===== src/pdc_consts.vh =====
`ifndef PDC_CONSTS_VH
`define PDC_CONSTS_VH

// register select codes
`define PDC_RS_WRITE_INDEX 2'h0
`define PDC_RS_LUT_DATA 2'h1
`define PDC_RS_INDEXED 2'h2
`define PDC_RS_READ_INDEX 2'h3

// indexes behind the indexed select code
`define PDC_IDX_PIXEL_FORMAT 8'h01
`define PDC_IDX_OUTPUT_CTRL 8'h05
`define PDC_IDX_CLOCK_SELECT 8'h06

// reset values
`define PDC_PIXEL_FORMAT_RESET 8'h00
`define PDC_OUTPUT_CTRL_RESET 8'h00
`define PDC_CLOCK_SELECT_RESET 8'h00

// writable bit masks, reserved bits excluded
`define PDC_PIXEL_FORMAT_MASK 8'hFB
`define PDC_OUTPUT_CTRL_MASK 8'h1E
`define PDC_CLOCK_SELECT_MASK 8'hBB

// pixel format fields
`define PDC_PF_MODE_HI 7
`define PDC_PF_MODE_LO 4
`define PDC_PF_POWER_DOWN 3
`define PDC_PF_EIGHT_BIT 1
`define PDC_PF_EXT_ACCESS 0

// output control fields
`define PDC_OC_PEDESTAL 4
`define PDC_OC_CLK1_OFF 3
`define PDC_OC_CLK2_OFF 2
`define PDC_OC_SENSE_DIS 1

// clock select fields
`define PDC_CS_CLK1_REG 7
`define PDC_CS_CLK1_HI 5
`define PDC_CS_CLK1_LO 4
`define PDC_CS_CLK2_REG 3
`define PDC_CS_CLK2_HI 1
`define PDC_CS_CLK2_LO 0

// color mode codes
`define PDC_MODE_PSEUDO8 4'h0
`define PDC_MODE_RGB15 4'h1
`define PDC_MODE_PSEUDO8X2 4'h2
`define PDC_MODE_RGB565 4'h3
`define PDC_MODE_PSEUDO8_2CLK 4'h4
`define PDC_MODE_RGB24_16_2CLK 4'h5
`define PDC_MODE_RGB565_8_2CLK 4'h6
`define PDC_MODE_RGB24_8_3CLK 4'h7
`define PDC_MODE_RGB24X2_16_3CLK 4'hE

// frequency select codes, in kHz
`define PDC_F1_CODE0_KHZ 17'h061E1
`define PDC_F1_CODE1_KHZ 17'h06E1D
`define PDC_F1_SETC_RESET_KHZ 17'h0C3C2
`define PDC_F1_SETD_RESET_KHZ 17'h125A2
`define PDC_F2_CODE0_KHZ 17'h0751B
`define PDC_F2_CODE1_KHZ 17'h09C9B
`define PDC_F2_CODE2_KHZ 17'h0C3C2
`define PDC_F2_SETD_RESET_KHZ 17'h0EA35

// clocks per pixel group
`define PDC_CLKS_ONE 2'h1
`define PDC_CLKS_TWO 2'h2
`define PDC_CLKS_THREE 2'h3

`endif


===== src/pdc_mode_decode.v =====
`include "pdc_consts.vh"
`default_nettype none

// decodes the color mode field into pixel width and clocks per pixel group
module pdc_mode_decode (
    // mode
    input wire [3:0] mode_i,
    // decoded
    output reg [4:0] bits_per_pixel_o,
    output reg [1:0] clocks_per_group_o,
    output reg mode_valid_o
);
    always @* begin
        bits_per_pixel_o = 5'h08;
        clocks_per_group_o = `PDC_CLKS_ONE;
        mode_valid_o = 1'b1;
        case (mode_i)
            `PDC_MODE_PSEUDO8: begin
                bits_per_pixel_o = 5'h08;
            end
            `PDC_MODE_RGB15: begin
                bits_per_pixel_o = 5'h0F;
            end
            `PDC_MODE_PSEUDO8X2: begin
                bits_per_pixel_o = 5'h08;
            end
            `PDC_MODE_RGB565: begin
                bits_per_pixel_o = 5'h10;
            end
            `PDC_MODE_PSEUDO8_2CLK: begin
                bits_per_pixel_o = 5'h08;
                clocks_per_group_o = `PDC_CLKS_TWO;
            end
            `PDC_MODE_RGB24_16_2CLK: begin
                bits_per_pixel_o = 5'h18;
                clocks_per_group_o = `PDC_CLKS_TWO;
            end
            `PDC_MODE_RGB565_8_2CLK: begin
                bits_per_pixel_o = 5'h10;
                clocks_per_group_o = `PDC_CLKS_TWO;
            end
            `PDC_MODE_RGB24_8_3CLK: begin
                bits_per_pixel_o = 5'h18;
                clocks_per_group_o = `PDC_CLKS_THREE;
            end
            `PDC_MODE_RGB24X2_16_3CLK: begin
                bits_per_pixel_o = 5'h18;
                clocks_per_group_o = `PDC_CLKS_THREE;
            end
            default: begin
                // reserved codes fall back to plain pseudocolor
                mode_valid_o = 1'b0;
            end
        endcase
    end
endmodule

`default_nettype wire


===== src/pdc_freq_select.v =====
`include "pdc_consts.vh"
`default_nettype none

// picks the frequency code and nominal frequency for one synthesized clock
module pdc_freq_select #(
    parameter FIRST = 1
) (
    // sources
    input wire use_reg_i,
    input wire [1:0] reg_code_i,
    input wire [1:0] pin_code_i,
    // result
    output wire [1:0] code_o,
    output reg [16:0] freq_khz_o
);
    assign code_o = use_reg_i ? reg_code_i : pin_code_i;

    always @* begin
        freq_khz_o = 17'h00000;
        case (code_o)
            2'h0: begin
                freq_khz_o = FIRST ? `PDC_F1_CODE0_KHZ : `PDC_F2_CODE0_KHZ;
            end
            2'h1: begin
                freq_khz_o = FIRST ? `PDC_F1_CODE1_KHZ : `PDC_F2_CODE1_KHZ;
            end
            2'h2: begin
                // set C of the first clock holds its reset value here
                freq_khz_o = FIRST ? `PDC_F1_SETC_RESET_KHZ : `PDC_F2_CODE2_KHZ;
            end
            default: begin
                freq_khz_o = FIRST ? `PDC_F1_SETD_RESET_KHZ : `PDC_F2_SETD_RESET_KHZ;
            end
        endcase
    end
endmodule

`default_nettype wire


===== src/pdc_regs.v =====
`include "pdc_consts.vh"
`default_nettype none

// Function
// - an 8-bit palette write index, reached with select code 00 and untouched by reset, names the next entry written.
// - an 8-bit palette read index, reached with select code 11 and untouched by reset, names the next entry read.
// - the pixel format register sits at index 1 behind select code 10 and resets to zero.
// - pixel format bits 7:4 pick 8-bit pseudocolor, 15-bit, doubled 8-bit or 5-6-5 for codes 0 to 3.
// - codes 4 to 7 assemble 8-bit, 24-bit on 16, 5-6-5 on 8 and 24-bit on 8 pixels over two or three clocks.
// - code 14 packs two 24-bit pixels on 16 inputs over three clocks and the other high codes are reserved.
// - pixel format bit 0 enables extended access, bit 3 powers down, bit 1 selects 8-bit data, bit 2 is reserved.
// - the output control register sits at index 5 behind select code 10, resets to zero, bits 7:5 and 0 reserved.
// - output control bit 4 turns the blank pedestal on.
// - output control bit 3 powers down the first synthesized clock.
// - output control bit 2 powers down the second synthesized clock and bit 1 disables the sense output.
// - the clock select register sits at index 6 behind select code 10, resets to zero, bits 6 and 2 reserved.
// - the first clock takes its frequency from the pins when bit 7 is 0, else from bits 5:4.
// - the second clock takes its frequency from the pins when bit 3 is 0, else from bits 1:0.
module pdc_regs (
    // clock and reset
    input wire ref_clk_i,
    input wire reset_n_i,
    // host register port
    input wire [1:0] register_select_lines_i,
    input wire write_strobe_i,
    input wire read_strobe_i,
    input wire [7:0] write_data_i,
    output reg [7:0] read_data_o,
    // frequency select pins
    input wire [1:0] frequency_select_pins_i,
    // pixel format controls
    output reg [3:0] color_mode_o,
    output reg color_mode_valid_o,
    output reg [4:0] bits_per_pixel_o,
    output reg [1:0] clocks_per_group_o,
    output reg device_power_down_o,
    output reg eight_bit_data_o,
    output reg extended_access_o,
    // output controls
    output reg blank_pedestal_en_o,
    output reg synth_clock_first_off_o,
    output reg synth_clock_second_off_o,
    output reg sense_disable_o,
    // synthesized clock selection
    output reg [1:0] first_clock_code_o,
    output reg [16:0] first_clock_khz_o,
    output reg [1:0] second_clock_code_o,
    output reg [16:0] second_clock_khz_o,
    // palette indexes
    output reg [7:0] palette_write_index_o,
    output reg [7:0] palette_read_index_o
);
    // palette indexes are deliberately left out of reset
    reg [7:0] palette_write_index;
    reg [7:0] palette_read_index;
    reg [7:0] pixel_format_control;
    reg [7:0] output_control;
    reg [7:0] clock_select_control;
    reg [7:0] next_read_data;
    // indexed readback is muxed first, then joined with the index registers
    reg [7:0] next_indexed_data;

    wire [4:0] dec_bits;
    wire [1:0] dec_clocks;
    wire dec_valid;
    wire [1:0] first_code;
    wire [16:0] first_khz;
    wire [1:0] second_code;
    wire [16:0] second_khz;

    // select code decode
    wire write_index_sel;
    wire read_index_sel;
    wire indexed_sel;

    // indexed register hits follow the write index as it stands at the edge
    wire pixel_format_hit;
    wire output_ctrl_hit;
    wire clock_select_hit;

    // write enables; select 01 has none, so writes there vanish
    wire write_index_we;
    wire read_index_we;
    wire pixel_format_we;
    wire output_ctrl_we;
    wire clock_select_we;

    // named views of the control fields feeding the output flops
    wire [3:0] color_mode_field;
    wire power_down_field;
    wire eight_bit_field;
    wire ext_access_field;
    wire pedestal_field;
    wire first_off_field;
    wire second_off_field;
    wire sense_dis_field;

    function is_index;
        input [7:0] index;
        input [7:0] target;
        begin
            is_index = (index == target);
        end
    endfunction

    // keeps reserved bits at zero on every write
    function [7:0] masked;
        input [7:0] data;
        input [7:0] mask;
        begin
            masked = data & mask;
        end
    endfunction

    // compares a select code against one of its four values
    function is_select;
        input [1:0] select;
        input [1:0] target;
        begin
            is_select = (select == target);
        end
    endfunction

    // three select codes are decoded once for the write enables; the read mux cases on the select lines itself
    assign write_index_sel = is_select(register_select_lines_i, `PDC_RS_WRITE_INDEX);
    assign read_index_sel = is_select(register_select_lines_i, `PDC_RS_READ_INDEX);
    assign indexed_sel = is_select(register_select_lines_i, `PDC_RS_INDEXED);

    assign pixel_format_hit = is_index(palette_write_index, `PDC_IDX_PIXEL_FORMAT);
    assign output_ctrl_hit = is_index(palette_write_index, `PDC_IDX_OUTPUT_CTRL);
    assign clock_select_hit = is_index(palette_write_index, `PDC_IDX_CLOCK_SELECT);

    assign write_index_we = write_strobe_i && write_index_sel;
    assign read_index_we = write_strobe_i && read_index_sel;
    // reset outranks these in the register processes below
    assign pixel_format_we = write_strobe_i && indexed_sel && pixel_format_hit;
    assign output_ctrl_we = write_strobe_i && indexed_sel && output_ctrl_hit;
    assign clock_select_we = write_strobe_i && indexed_sel && clock_select_hit;

    // field views; the bit positions live in the constants header
    assign color_mode_field = pixel_format_control[`PDC_PF_MODE_HI:`PDC_PF_MODE_LO];
    assign power_down_field = pixel_format_control[`PDC_PF_POWER_DOWN];
    assign eight_bit_field = pixel_format_control[`PDC_PF_EIGHT_BIT];
    assign ext_access_field = pixel_format_control[`PDC_PF_EXT_ACCESS];
    assign pedestal_field = output_control[`PDC_OC_PEDESTAL];
    assign first_off_field = output_control[`PDC_OC_CLK1_OFF];
    assign second_off_field = output_control[`PDC_OC_CLK2_OFF];
    assign sense_dis_field = output_control[`PDC_OC_SENSE_DIS];

    // palette write index: no reset by design
    // until the host writes it the index is unknown, so indexed access must follow an index write
    always @(posedge ref_clk_i) begin
        if (write_index_we) begin
            palette_write_index <= write_data_i;
        end
    end

    // palette read index: no reset by design
    always @(posedge ref_clk_i) begin
        if (read_index_we) begin
            palette_read_index <= write_data_i;
        end
    end

    // pixel format control; reserved bit 2 is never stored
    always @(posedge ref_clk_i) begin
        if (!reset_n_i) begin
            pixel_format_control <= `PDC_PIXEL_FORMAT_RESET;
        end else if (pixel_format_we) begin
            pixel_format_control <= masked(write_data_i, `PDC_PIXEL_FORMAT_MASK);
        end
    end

    // output control; reserved bits 7:5 and 0 are never stored
    // the power-down and sense bits only report here, the pins they act on sit outside
    always @(posedge ref_clk_i) begin
        if (!reset_n_i) begin
            output_control <= `PDC_OUTPUT_CTRL_RESET;
        end else if (output_ctrl_we) begin
            output_control <= masked(write_data_i, `PDC_OUTPUT_CTRL_MASK);
        end
    end

    // clock select control; reserved bits 6 and 2 are never stored
    // frequency selection follows this register one flop stage later
    always @(posedge ref_clk_i) begin
        if (!reset_n_i) begin
            clock_select_control <= `PDC_CLOCK_SELECT_RESET;
        end else if (clock_select_we) begin
            clock_select_control <= masked(write_data_i, `PDC_CLOCK_SELECT_MASK);
        end
    end

    // indexed read mux; unmapped indexes read as zero
    always @* begin
        next_indexed_data = 8'h00;
        if (pixel_format_hit) begin
            next_indexed_data = pixel_format_control;
        end else if (output_ctrl_hit) begin
            next_indexed_data = output_control;
        end else if (clock_select_hit) begin
            next_indexed_data = clock_select_control;
        end
    end

    // select read mux; the unused select reads as zero
    always @* begin
        next_read_data = 8'h00;
        case (register_select_lines_i)
            `PDC_RS_WRITE_INDEX: begin
                next_read_data = palette_write_index;
            end
            `PDC_RS_READ_INDEX: begin
                next_read_data = palette_read_index;
            end
            `PDC_RS_INDEXED: begin
                next_read_data = next_indexed_data;
            end
            `PDC_RS_LUT_DATA: begin
                // palette data itself lives outside this block
                next_read_data = 8'h00;
            end
            default: begin
                next_read_data = 8'h00;
            end
        endcase
    end

    pdc_mode_decode u_mode_decode (
        .mode_i(pixel_format_control[`PDC_PF_MODE_HI:`PDC_PF_MODE_LO]),
        .bits_per_pixel_o(dec_bits),
        .clocks_per_group_o(dec_clocks),
        .mode_valid_o(dec_valid)
    );

    pdc_freq_select #(
        .FIRST(1)
    ) u_first_clock (
        .use_reg_i(clock_select_control[`PDC_CS_CLK1_REG]),
        .reg_code_i(clock_select_control[`PDC_CS_CLK1_HI:`PDC_CS_CLK1_LO]),
        .pin_code_i(frequency_select_pins_i),
        .code_o(first_code),
        .freq_khz_o(first_khz)
    );

    pdc_freq_select #(
        .FIRST(0)
    ) u_second_clock (
        .use_reg_i(clock_select_control[`PDC_CS_CLK2_REG]),
        .reg_code_i(clock_select_control[`PDC_CS_CLK2_HI:`PDC_CS_CLK2_LO]),
        .pin_code_i(frequency_select_pins_i),
        .code_o(second_code),
        .freq_khz_o(second_khz)
    );

    // every output is a flop copy; all but read data follow the control state one cycle behind, read data loads on a read strobe

    // read data moves only on a read strobe or a reset, so the host may take it any time before the next read or reset
    always @(posedge ref_clk_i) begin
        if (!reset_n_i) begin
            read_data_o <= 8'h00;
        end else if (read_strobe_i) begin
            read_data_o <= next_read_data;
        end
    end

    // color mode decode; reserved codes still pass through, flagged invalid
    always @(posedge ref_clk_i) begin
        if (!reset_n_i) begin
            color_mode_o <= 4'h0;
            color_mode_valid_o <= 1'b1;
            bits_per_pixel_o <= 5'h08;
            clocks_per_group_o <= `PDC_CLKS_ONE;
        end else begin
            color_mode_o <= color_mode_field;
            color_mode_valid_o <= dec_valid;
            bits_per_pixel_o <= dec_bits;
            clocks_per_group_o <= dec_clocks;
        end
    end

    // pixel format flags
    always @(posedge ref_clk_i) begin
        if (!reset_n_i) begin
            device_power_down_o <= 1'b0;
            eight_bit_data_o <= 1'b0;
            extended_access_o <= 1'b0;
        end else begin
            device_power_down_o <= power_down_field;
            eight_bit_data_o <= eight_bit_field;
            extended_access_o <= ext_access_field;
        end
    end

    // output control flags
    always @(posedge ref_clk_i) begin
        if (!reset_n_i) begin
            blank_pedestal_en_o <= 1'b0;
            synth_clock_first_off_o <= 1'b0;
            synth_clock_second_off_o <= 1'b0;
            sense_disable_o <= 1'b0;
        end else begin
            blank_pedestal_en_o <= pedestal_field;
            synth_clock_first_off_o <= first_off_field;
            synth_clock_second_off_o <= second_off_field;
            sense_disable_o <= sense_dis_field;
        end
    end

    // code and rate of one clock share a flop stage, so they agree outside reset, which loads code 0 with a rate of zero
    always @(posedge ref_clk_i) begin
        if (!reset_n_i) begin
            first_clock_code_o <= 2'h0;
            first_clock_khz_o <= 17'h00000;
        end else begin
            first_clock_code_o <= first_code;
            first_clock_khz_o <= first_khz;
        end
    end

    // second synthesized clock selection
    always @(posedge ref_clk_i) begin
        if (!reset_n_i) begin
            second_clock_code_o <= 2'h0;
            second_clock_khz_o <= 17'h00000;
        end else begin
            second_clock_code_o <= second_code;
            second_clock_khz_o <= second_khz;
        end
    end

    // index registers have no reset, so their copies start from zero here
    // an index never written since power-up reads unknown once reset is released
    always @(posedge ref_clk_i) begin
        if (!reset_n_i) begin
            palette_write_index_o <= 8'h00;
            palette_read_index_o <= 8'h00;
        end else begin
            palette_write_index_o <= palette_write_index;
            palette_read_index_o <= palette_read_index;
        end
    end
endmodule

`default_nettype wire


===== config.mk =====
export PLATFORM = sky130hd
export DESIGN_NAME = pdc_regs
export DESIGN_NICKNAME = d
export VERILOG_FILES = /design/src/pdc_mode_decode.v /design/src/pdc_freq_select.v /design/src/pdc_regs.v
export VERILOG_INCLUDE_DIRS = /design/src
export SDC_FILE = /design/constraint.sdc
export NUM_CORES = 1
export LEC_CHECK = 0
export BUFFER_PORTS_ARGS = -buffer_cell sky130_fd_sc_hd__buf_2
export CORE_MARGIN = 2
export CORE_UTILIZATION = 35
export DETAILED_ROUTE_END_ITERATION = 16
export HOLD_SLACK_MARGIN = 0.03
export PLACE_DENSITY = 0.62
export SLEW_MARGIN = 40
export SYNTH_ARGS = -nofsm -noshare
export SYNTH_HDL_FRONTEND = slang
export SYNTH_HIERARCHICAL = 1
export SYNTH_SLANG_ARGS = --single-unit

===== constraint.sdc =====
create_clock -name ref_clk_i -period 3.7 [get_ports ref_clk_i]
set_clock_uncertainty 0.1 [all_clocks]
set_input_delay 0.185 -clock ref_clk_i [delete_from_list [all_inputs] [get_ports ref_clk_i]]
set_output_delay 0.185 -clock ref_clk_i [all_outputs]
set_load 0.05 [all_outputs]

==> results.md, run 1 <==
- PwrDens: 589 nW/um2
- Antenna-violating nets left: 0
- Max Cap Viol: 0
- Max clock buf depth: 2
- Antenna diodes: 0
- Reg power frac: 0.422
- Post-synth top flop: dfxtp_1
- Clk network pwr share: 0.488
- Site Rows: 40
- Status: finished, final reports clean
- Slew headroom: 0.566
- Worst path required time: about 3.9 ns
- Setup ws final: 1.58 ns
- CTS tree: done
- Share of post-route cells with drive strength above 1: 0.285
- IO Count: 97
- Pin count of the biggest net entering global routing: 88
- Post-synth top area share: 0.466
- Mapped Area: between 4000 and 5000 um2
- Via-to-Cell Ratio: ~4.6
- EDFF count, synth: 16
- Total Power: 3.14 mW
- Worst vdd ir: roughly 0.27 mV
- Pre-Repair DR Iteration Count: 4
- Final Hold Fails: 0
- Logic pwr share: 0.090
- Iter 0 DRT Violations: around 220
- Initial core utilization: 0.355
- Core Region: between 10000 and 15000 um2
- CP arrival: approximately 2.3 ns
- GPL Wtd Cong: just under 0.9
- Htree depth: 4
- DRC Markers: 0
- Die Ht: about 110 um
- Nets: 500
- Sw frac: 0.235
- # setup viols final: 0
- Critical path class: reg -> reg
- Async SR Flop Fraction: 0
- Leak: 2.38 nW
- Hold-fix buffers, CTS: 8
- Setup slack at placement: 1.59 ns
- Gr usage total: 0.141
- CTS root buf: clkbuf_16
- Final period util: 0.572
- Avg WL per Cell: 13.9 um
- Syn Nets: 409
- Sequential fraction of the synthesis area: 0.580
- Clock latency at the later pin of the worst-skew pair: around 0.40 ns
- Worst-path maximum fanout: 12
- Area growth syn-to-layout: 26.6%
- Power Internal: 2.40 mW
- CP Capture Type: flip-flop
- Netlist cell types: between 40 and 50
- Syn Inst Count: roughly 380
- Remaining global-route overflow: 0
- Initial antenna violation count: 0
- Largest area contributor in the netlist: dfxtp_1
- Setup TNS: 0 ns
- Vias in the first global route: roughly 2800
- Worst setup SP type: flip-flop
- Fillcell total: 1132
- F_max: roughly 470 MHz
- Commonest non-fill, non-tap cell in the layout: dfxtp_1
- Total CTS buffers: 17
- RSZ-0062 raised after global routing: no
- Die Wd: 114 um
- Global-route wire length before repair: approximately 14 mm
- Vias: slightly below 3000
- HP Class: in -> reg
- CTS Sinks: 114
- Worst-Margin Slew: 0.650 ns
- Sw power: 0.738 mW
- PostCTS Resize Cnt: 0
- Clk slew on worst S/H paths: roughly 0.05 ns
- Die area: 12900 um2
- DP HPWL: a little over 6 mm
- Tmin final: around 2.1 ns
- Fin util: 0.449
- Max-slew violation count: 0
- Setup Fix Bufs, Post-CTS: 0
- Synth Warn #: 6
- Most frequent cells in the layout: 98 x dfxtp_1, 96 x buf_2, 67 x and2_1
- Seq cells post-synth: approximately 110
- # port buffers: 96
- Avg Inst Size Synth: about 11 um2
- Area contributors post-synth: dfxtp_1 47%, edfxtp_1 11%, and2_1 10%
- Routed WL: 8.76 mm
## Yosys cell counts (2+ instances only)
library cell	n
dfxtp_1	98
and2_1	67
buf_4	17
inv_1	17
nand2_1	17
nor2_1	17
edfxtp_1	16
mux2i_1	15
clkbuf_1	13
ha_1	12
o21ai_0	11
a21oi_1	7
a22oi_1	6
nand2b_1	6
nand3_1	6
a31oi_1	5
a22o_1	4
mux2_4	4
nand4_1	4
and3b_1	3
o21ai_1	3
o21ai_2	3
or3_1	3
a221oi_1	2
and2_2	2
buf_6	2
conb_1	2
nor2b_1	2
nor3b_1	2
o41ai_1	2
## power by group through the flow
stage | Clock, mW | Combinational [mW] | Sequential (mW)
after global routing | 1.63 | 0.303 | 1.33
final | 1.53 | 0.284 | 1.32
after floorplan | 0 | 0.0839 | 1.48
after detailed placement | 0 | 0.279 | 1.35
after global placement | 0 | 0.277 | 1.35
after CTS | 1.56 | 0.286 | 1.32
## critical path, cell delays in order (launching register included)
cell and delay (ns):
edfxtp_1 0.45, nor4_4 0.53, nand4_1 0.55, nand3_1 0.25, o21ai_1 0.09
## sequential cells by signal (all words and copies together) (netlist names), 4 cells and up
name,count
first_clock_khz_o,17
second_clock_khz_o,17
palette_read_index,8
palette_read_index_o,8
palette_write_index,8
palette_write_index_o,8
read_data_o,8
pixel_format_control,7
clock_select_control,6
bits_per_pixel_o,5
color_mode_o,4
output_control,4
## per-stage QoR
step	area (um2)	hold WS, ns	std cells
final	5330	0.0537	631
after global routing	5330	0.0605	631
after CTS	5330	0.0367	631
after detailed placement	4680	0.319	592
after global placement	4680	0.317	592
after floorplan	4210	0.184	381
## routing by layer
| layer | share of wire | up-vias | GRT usage |
|---|---|---|---|
| met1 | 0.46 | 1359 | 0.170 |
| li1 | - | 1439 | - |
| met4 | 0.020 | 0 | 0.0659 |
| met5 | 0 | - | 0 |
| met2 | 0.46 | 83 | 0.228 |
| met3 | 0.052 | 12 | 0.0499 |
## path summary, 6_finish.rpt
kind                               start                 endpoint  slack (ns)  cells past startpoint
setup reg to reg  palette_write_index[4]  clock_select_control[4]        1.58                      4
hold reg to reg        output_control[1]          sense_disable_o        0.36                      2
setup / recovery  palette_write_index[4]  clock_select_control[4]        1.58                      4
hold / removal             read_strobe_i           read_data_o[6]        0.05                      2
## cell families after synthesis
| group | after synthesis | synth area share |
|---|---|---|
| AND/OR/NAND/NOR | 137 | 0.195 |
| flip-flops | 114 | 0.580 |
| buffers and inverters | 50 | 0.0636 |
| AO/OA/AOI/OAI | 46 | 0.0719 |
| multiplexers | 19 | 0.0499 |
| adder cells (fa/ha/maj) | 12 | 0.0357 |
| other | 2 | 0.00178 |
| XOR/XNOR | 1 | 0.00208 |
## layout make-up
| type | instances | area, um2 | share of cell area |
|---|---|---|---|
| tap | 147 | 184 | 0.0345 |
| clock buffer | 27 | 523 | 0.0981 |
| clock inverter | 4 | 47.5 | 0.00892 |
| sequential | 114 | 2440 | 0.458 |
| inverter | 17 | 63.8 | 0.0120 |
| timing repair buffer | 105 | 568 | 0.107 |
| multi-input combinational | 217 | 1500 | 0.282 |
(Power assumes the default switching activity.)
==> run 2, diff against run 1 <==
==> constraint.sdc (replaced) <==
create_clock -name ref_clk_i -period 2 [get_ports ref_clk_i]
set_clock_uncertainty 0.1 [all_clocks]
set_input_delay 0.1 -clock ref_clk_i [delete_from_list [all_inputs] [get_ports ref_clk_i]]
set_output_delay 0.1 -clock ref_clk_i [all_outputs]
set_load 0.05 [all_outputs]
==> run 2 against run 1 <==
  * Die area did not move
  * Critical path type unchanged
  * Flip-flop and latch count is the same
  * Total power rose by 90%
  * Utilization up 0.91 points
  * Count of clock-buffer cells in the layout fell by 4
  * Worst setup slack worse by 1.4 ns
  * Worst hold slack better by 0.021 ns
  * Register-to-register slack worse by 1.4 ns
  * Critical endpoint is now pixel_format_control[0]
  * Combinational power grew 89%
==> results.md, run 2 (same netlist as run 1, synthesis figures left out) <==
- Commonest non-fill, non-tap cell in the layout: dfxtp_1 (unchanged)
- HP Class: in -> reg (unchanged)
- Final Hold Fails: 0 (unchanged)
- Global-route wire length before repair: 14.2 mm (was 13.9 mm)
- Die Ht: 114 um (unchanged)
- Via-to-Cell Ratio: 4.53 (was 4.58)
- CTS Sinks: 114 (unchanged)
- CP peak stage delay: 0.56 ns (was 0.55 ns)
- WP buf/inv: 0 (unchanged)
- CP Capture Type: flip-flop (unchanged)
- Max-slew violation count: 0 (unchanged)
- Share of post-route cells with drive strength above 1: 0.296 (was 0.285)
- Nets: 509 (was 500)
- Routed WL: 8.94 mm (was 8.76 mm)
- Antenna diodes: 0 (unchanged)
- Worst setup SP type: flip-flop (unchanged)
- # setup viols final: 0 (unchanged)
- Clk network pwr share: 0.500 (was 0.488)
- Initial antenna violation count: 0 (unchanged)
- Most frequent cells in the layout: 98 x dfxtp_1, 96 x buf_2, 67 x and2_1 (unchanged)
- Worst path required time: 2.20 ns (was 3.86 ns)
- Leak: 2.44 nW (was 2.38 nW)
- Crit-path slowest cell: nor4b_2 (was nand4_1)
- Htree depth: 4 (unchanged)
- Site Rows: 40 (unchanged)
- Placed cell area: 4720 um2 (was 4680 um2)
- Avg WL per Cell: 14.0 um (was 13.9 um)
- Pin count of the biggest net entering global routing: 88 (unchanged)
- Final instance area: 5440 um2 (was 5330 um2)
- Critical path's top delay family: simple AND/OR/NAND/NOR gates (unchanged)
- Iter 0 DRT Violations: 171 (was 221)
- Critical path class: reg -> reg (unchanged)
- Critical path, cell by cell: nor4b_2 > nand4_4 > mux2i_1 > nor2_1 (was nor4_4 > nand4_1 > nand3_1 > o21ai_1)
- DP HPWL: 6.36 mm (was 6.17 mm)
- Initial core utilization: 0.355 (unchanged)
- PwrDens: 1100 nW/um2 (was 589 nW/um2)
- Status: finished, final reports clean (unchanged)
- Largest regs: first_clock_khz_o x17, second_clock_khz_o x17 (unchanged)
- Worst vdd ir: 0.365 mV (was 0.269 mV)
- Core Region: 11900 um2 (unchanged)
- CTS root buf: clkbuf_16 (unchanged)
- Total CTS buffers: 17 (unchanged)
- Sw frac: 0.237 (was 0.235)
- Remaining global-route overflow: 0 (unchanged)
- Clock latency at the later pin of the worst-skew pair: 0.41 ns (was 0.40 ns)
- Slew headroom: 0.569 (was 0.566)
- Clk slew on worst S/H paths: 0.06 ns (was 0.05 ns)
- Logic pwr share: 0.090 (about the same)
- Setup ws final: 0.177 ns (was 1.58 ns)
- Final period util: 0.911 (was 0.572)
- Worst-Margin Slew: 0.647 ns (was 0.650 ns)
- Sw power: 1.42 mW (was 0.738 mW)
- Max clock buf depth: 2 (unchanged)
- Max Cap Viol: 0 (unchanged)
- Vias in the first global route: 2779 (was 2759)
- Pre-Repair DR Iteration Count: 4 (unchanged)
- Die Wd: 114 um (unchanged)
- Die area: 12900 um2 (unchanged)
- Vias: 2901 (was 2893)
- Antenna-violating nets left: 0 (unchanged)
- Setup slack at placement: 0.190 ns (was 1.59 ns)
- Worst-path maximum fanout: 9 (was 12)
- Area growth syn-to-layout: 29.1% (was 26.6%)
- Tmin final: 1.82 ns (was 2.12 ns)
- GPL Wtd Cong: 0.873 (was 0.877)
- RSZ-0062 raised after global routing: no (unchanged)
- IO Count: 97 (unchanged)
- CP arrival: 2.02 ns (was 2.28 ns)
- Gr usage total: 0.147 (was 0.141)
- PostCTS Resize Cnt: 0 (unchanged)
- Reg power frac: 0.410 (was 0.422)
- CTS tree: done (unchanged)
- Setup TNS: 0 ns (unchanged)
- Power Internal: 4.55 mW (was 2.40 mW)
- F_max: 549 MHz (was 473 MHz)
- # port buffers: 96 (unchanged)
- DRC Markers: 0 (unchanged)
[run 2: cell count changes in the layout (fill, tap and decap cells not counted)]
| cell | previous run | this run |
|---|---|---|
| buf_4 | 1 | 6 |
| dlygate4sd3_1 | 8 | 12 |
| clkbuf_8 | 6 | 3 |
| clkbuf_1 | 4 | 2 |
| clkinv_2 | 2 | 4 |
| bufinv_16 | 1 | 2 |
| clkbuf_16 | 17 | 18 |
| clkinvlp_4 | 1 | 2 |
| inv_4 | 0 | 1 |
[run 2: final cells by class]
cell class | instances | area (um2)
clock buffers | 23 | 499
clock inverters | 9 | 101
fillers | 1121 | 6420
inverters | 17 | 63.8
multi-input cells | 217 | 1500
flip-flops and latches | 114 | 2440
well taps | 147 | 184
repair buffers | 114 | 646
[run 2: through the flow]
step                      total power, mW  utilization  hold WS (ns)  cells
final                                5.97        0.458        0.0748    641
after detailed placement             3.02        0.398         0.239    597
after global placement               3.01        0.398         0.234    597
after floorplan                      2.89            -        0.0989    381
after global routing                 6.21        0.458        0.0702    641
after CTS                            6.06        0.458        0.0520    641
[run 2: worst register-to-register path, cell delays in order (launching register included)]
cell and delay (ns):
edfxtp_1 0.51, nor4b_2 0.56, nand4_4 0.27, mux2i_1 0.21, nor2_1 0.05
[run 2: what timing repair did]
action / CTS / global route
hold endpoints to repair: 43 / 0
setup buffers: 0 / 0
hold buffers: 12 / 0
[run 2: path summary, 6_finish.rpt]
check / start / to / slack [ns] / cells after the start
setup / recovery: palette_write_index[1] / pixel_format_control[0] / 0.18 / 4
setup reg to reg: palette_write_index[1] / pixel_format_control[0] / 0.18 / 4
hold / removal: write_strobe_i / pixel_format_control[5] / 0.07 / 4
hold reg to reg: output_control[1] / sense_disable_o / 0.36 / 2
[run 2: power by group through the flow]
stage	combinational [mW]	clock (mW)	sequential, mW
3_5_place_dp	0.525	0	2.49
4_1_cts	0.544	3.06	2.45
3_3_place_gp	0.522	0	2.49
2_1_floorplan	0.155	0	2.73
5_1_grt	0.575	3.18	2.45
6_report	0.538	2.98	2.45
[run 2: per-layer routing]
layer,vias to the layer above,share of wire,wire (um),track usage
met2,92,0.46,4130,0.229
met1,1335,0.45,4070,0.178
met5,-,0,0,0
li1,1459,-,-,-
met4,0,0.021,190,0.0659
met3,15,0.062,552,0.0616
==> run 3, diff against run 2 <==
--- a/config.mk
+++ b/config.mk
@@ -12,6 +12,7 @@
 export DETAILED_ROUTE_END_ITERATION = 16
 export HOLD_SLACK_MARGIN = 0.03
 export PLACE_DENSITY = 0.62
+export REMOVE_ABC_BUFFERS = 1
 export SLEW_MARGIN = 40
 export SYNTH_ARGS = -nofsm -noshare
 export SYNTH_HDL_FRONTEND = slang
==> run 3 against run 2 <==
  * Non-clock buffer count is 1 higher
  * Maximum frequency is 2.3% lower
  * Die area stayed put
  * Combinational power hardly changed
  * Via count is 2.2% higher
  * Sequential share of layout area hardly changed
  * Critical path type unchanged
  * Largest cell class unchanged
==> results.md, run 3 (same netlist as run 1, synthesis figures left out) <==
- Vias in the first global route: 2799 (was 2779)
- Via-to-Cell Ratio: 4.62 (was 4.53)
- GPL Wtd Cong: 0.894 (was 0.873)
- Area growth syn-to-layout: 29.1% (about the same)
- HP Class: in -> reg (unchanged)
- Sw power: 1.48 mW (was 1.42 mW)
- Final Hold Fails: 0 (unchanged)
- Avg WL per Cell: 14.0 um (about the same)
- Clock latency at the later pin of the worst-skew pair: 0.41 ns (about the same)
- Fin util: 0.458 (about the same)
- Pin count of the biggest net entering global routing: 58 (was 88)
- Worst setup SP type: flip-flop (unchanged)
- # setup viols final: 0 (unchanged)
- Most frequent cells in the layout: 98 x dfxtp_1, 96 x buf_2, 67 x and2_1 (unchanged)
- Largest regs: first_clock_khz_o x17, second_clock_khz_o x17 (unchanged)
- PwrDens: 1100 nW/um2 (about the same)
- Initial antenna violation count: 0 (unchanged)
- Remaining global-route overflow: 0 (unchanged)
- Global-route wire length before repair: 14.2 mm (about the same)
- Core Region: 11900 um2 (unchanged)
- Pre-Repair DR Iteration Count: 4 (unchanged)
- DP HPWL: 6.23 mm (was 6.36 mm)
- Sw frac: 0.247 (was 0.237)
- Commonest non-fill, non-tap cell in the layout: dfxtp_1 (unchanged)
- Max-slew violation count: 0 (unchanged)
- Critical path, cell by cell: nor4_4 > nand4_1 > nand2_1 > o21ai_0 (was nor4b_2 > nand4_4 > mux2i_1 > nor2_1)
- CTS Sinks: 114 (unchanged)
- PostCTS Resize Cnt: 0 (unchanged)
- Reg power frac: 0.410 (about the same)
- Leak: 2.44 nW (about the same)
- Share of post-route cells with drive strength above 1: 0.301 (was 0.296)
- CP peak stage delay: 0.59 ns (was 0.56 ns)
- Placed insts: 599 (was 597)
- Gr usage total: 0.143 (was 0.147)
- Antenna diodes: 0 (unchanged)
- CTS root buf: clkbuf_16 (unchanged)
- DRC Markers: 0 (unchanged)
- Initial core utilization: 0.355 (unchanged)
- IO Count: 97 (unchanged)
- Final period util: 0.933 (was 0.911)
- Setup TNS: 0 ns (unchanged)
- Die Wd: 114 um (unchanged)
- Power Internal: 4.49 mW (was 4.55 mW)
- Antenna-violating nets left: 0 (unchanged)
- Tmin final: 1.87 ns (was 1.82 ns)
- Worst vdd ir: 0.476 mV (was 0.365 mV)
- Crit-path slowest cell: nor4_4 (was nor4b_2)
- Iter 0 DRT Violations: 139 (was 171)
- Fillcell total: 1103 (was 1121)
- Logic pwr share: 0.090 (about the same)
- Site Rows: 40 (unchanged)
- CP arrival: 2.04 ns (was 2.02 ns)
- # port buffers: 96 (unchanged)
- RSZ-0062 raised after global routing: no (unchanged)
- Worst-Margin Slew: 0.579 ns (was 0.647 ns)
- CP Capture Type: flip-flop (unchanged)
- Max clock buf depth: 2 (unchanged)
- Clk slew on worst S/H paths: 0.05 ns (was 0.06 ns)
- FF-to-FF setup slack: 0.13 ns (was 0.18 ns)
- Status: finished, final reports clean (unchanged)
- Worst-path maximum fanout: 8 (was 9)
- Vias: 2965 (was 2901)
- Max Cap Viol: 0 (unchanged)
- Slew headroom: 0.611 (was 0.569)
- Nets: 510 (was 509)
- Final instance area: 5440 um2 (about the same)
- Setup Fix Bufs, Post-CTS: 0 (unchanged)
- Critical path class: reg -> reg (unchanged)
- Placed cell area: 4730 um2 (was 4720 um2)
- Die area: 12900 um2 (unchanged)
- Total CTS buffers: 17 (unchanged)
- F_max: 536 MHz (was 549 MHz)
- Die Ht: 114 um (unchanged)
- CTS tree: done (unchanged)
- Htree depth: 4 (unchanged)
- Non-filler instance count after layout: 642 (was 641)
- Routed WL: 9.02 mm (was 8.94 mm)
- Clk network pwr share: 0.500 (about the same)
- Worst path required time: 2.17 ns (was 2.20 ns)
==> run 3: cell count changes in the layout (fill, tap and decap cells not counted), sizes merged <==
cell         change
dlygate4sd3      -1
clkbuf           -4
clkinvlp         +1
buf              +2
inv              +2
clkinv           +1
==> run 3: final cells by class <==
type | count | area, um2 | area share
Inverter | 17 | 63.8 | 0.0117
Multi-Input combinational cell | 217 | 1500 | 0.276
Tap cell | 147 | 184 | 0.0338
Clock buffer | 19 | 464 | 0.0854
Clock inverter | 13 | 130 | 0.0239
Sequential cell | 114 | 2440 | 0.449
Timing Repair Buffer | 115 | 651 | 0.120
==> run 3: repair_timing <==
action,CTS,global route
hold endpoints to repair,41,0
setup endpoints to repair,0,1
hold buffers,11,0
==> run 3: per-layer routing <==
metal,vias up,global-route usage,wire [um]
li1,1456,-,-
met1,1393,0.180,4160
met2,97,0.224,4180
met3,19,0.0425,456
met4,0,0.0732,219
met5,-,0,0
==> run 3: final timing paths <==
path                                             start             endpoint  depth (start not counted)
worst max-delay path            palette_write_index[4]    output_control[4]                          4
worst min-delay path                         reset_n_i       read_data_o[4]                          4
worst max register to register  palette_write_index[4]    output_control[4]                          4
worst min register to register       output_control[4]  blank_pedestal_en_o                          2
==> run 3: power by group through the flow <==
stage | combinational, mW | clock [mW] | sequential (mW)
floorplan | 0.115 | 0 | 2.74
global placement | 0.518 | 0 | 2.49
detailed placement | 0.522 | 0 | 2.49
CTS | 0.541 | 3.03 | 2.45
global route | 0.574 | 3.13 | 2.45
finish | 0.539 | 2.98 | 2.45
==> run 3: through the flow <==
step | hold slack, ns | power, mW | setup WS, ns
after detailed placement | 0.219 | 3.02 | 0.158
after global routing | 0.102 | 6.16 | 0.0271
after CTS | 0.0578 | 6.02 | 0.144
after floorplan | 0.0730 | 2.85 | 0.146
after global placement | 0.218 | 3.01 | 0.191
final | 0.0667 | 5.97 | 0.134
==> run 3: critical path, delay by kind of cell (launching register included) <==
| family | cells | cell delay (ns) |
|---|---|---|
| AND/OR/NAND/NOR | 3 | 1.11 |
| AO/OA/AOI/OAI | 1 | 0.09 |
| flip-flops | 1 | 0.43 |
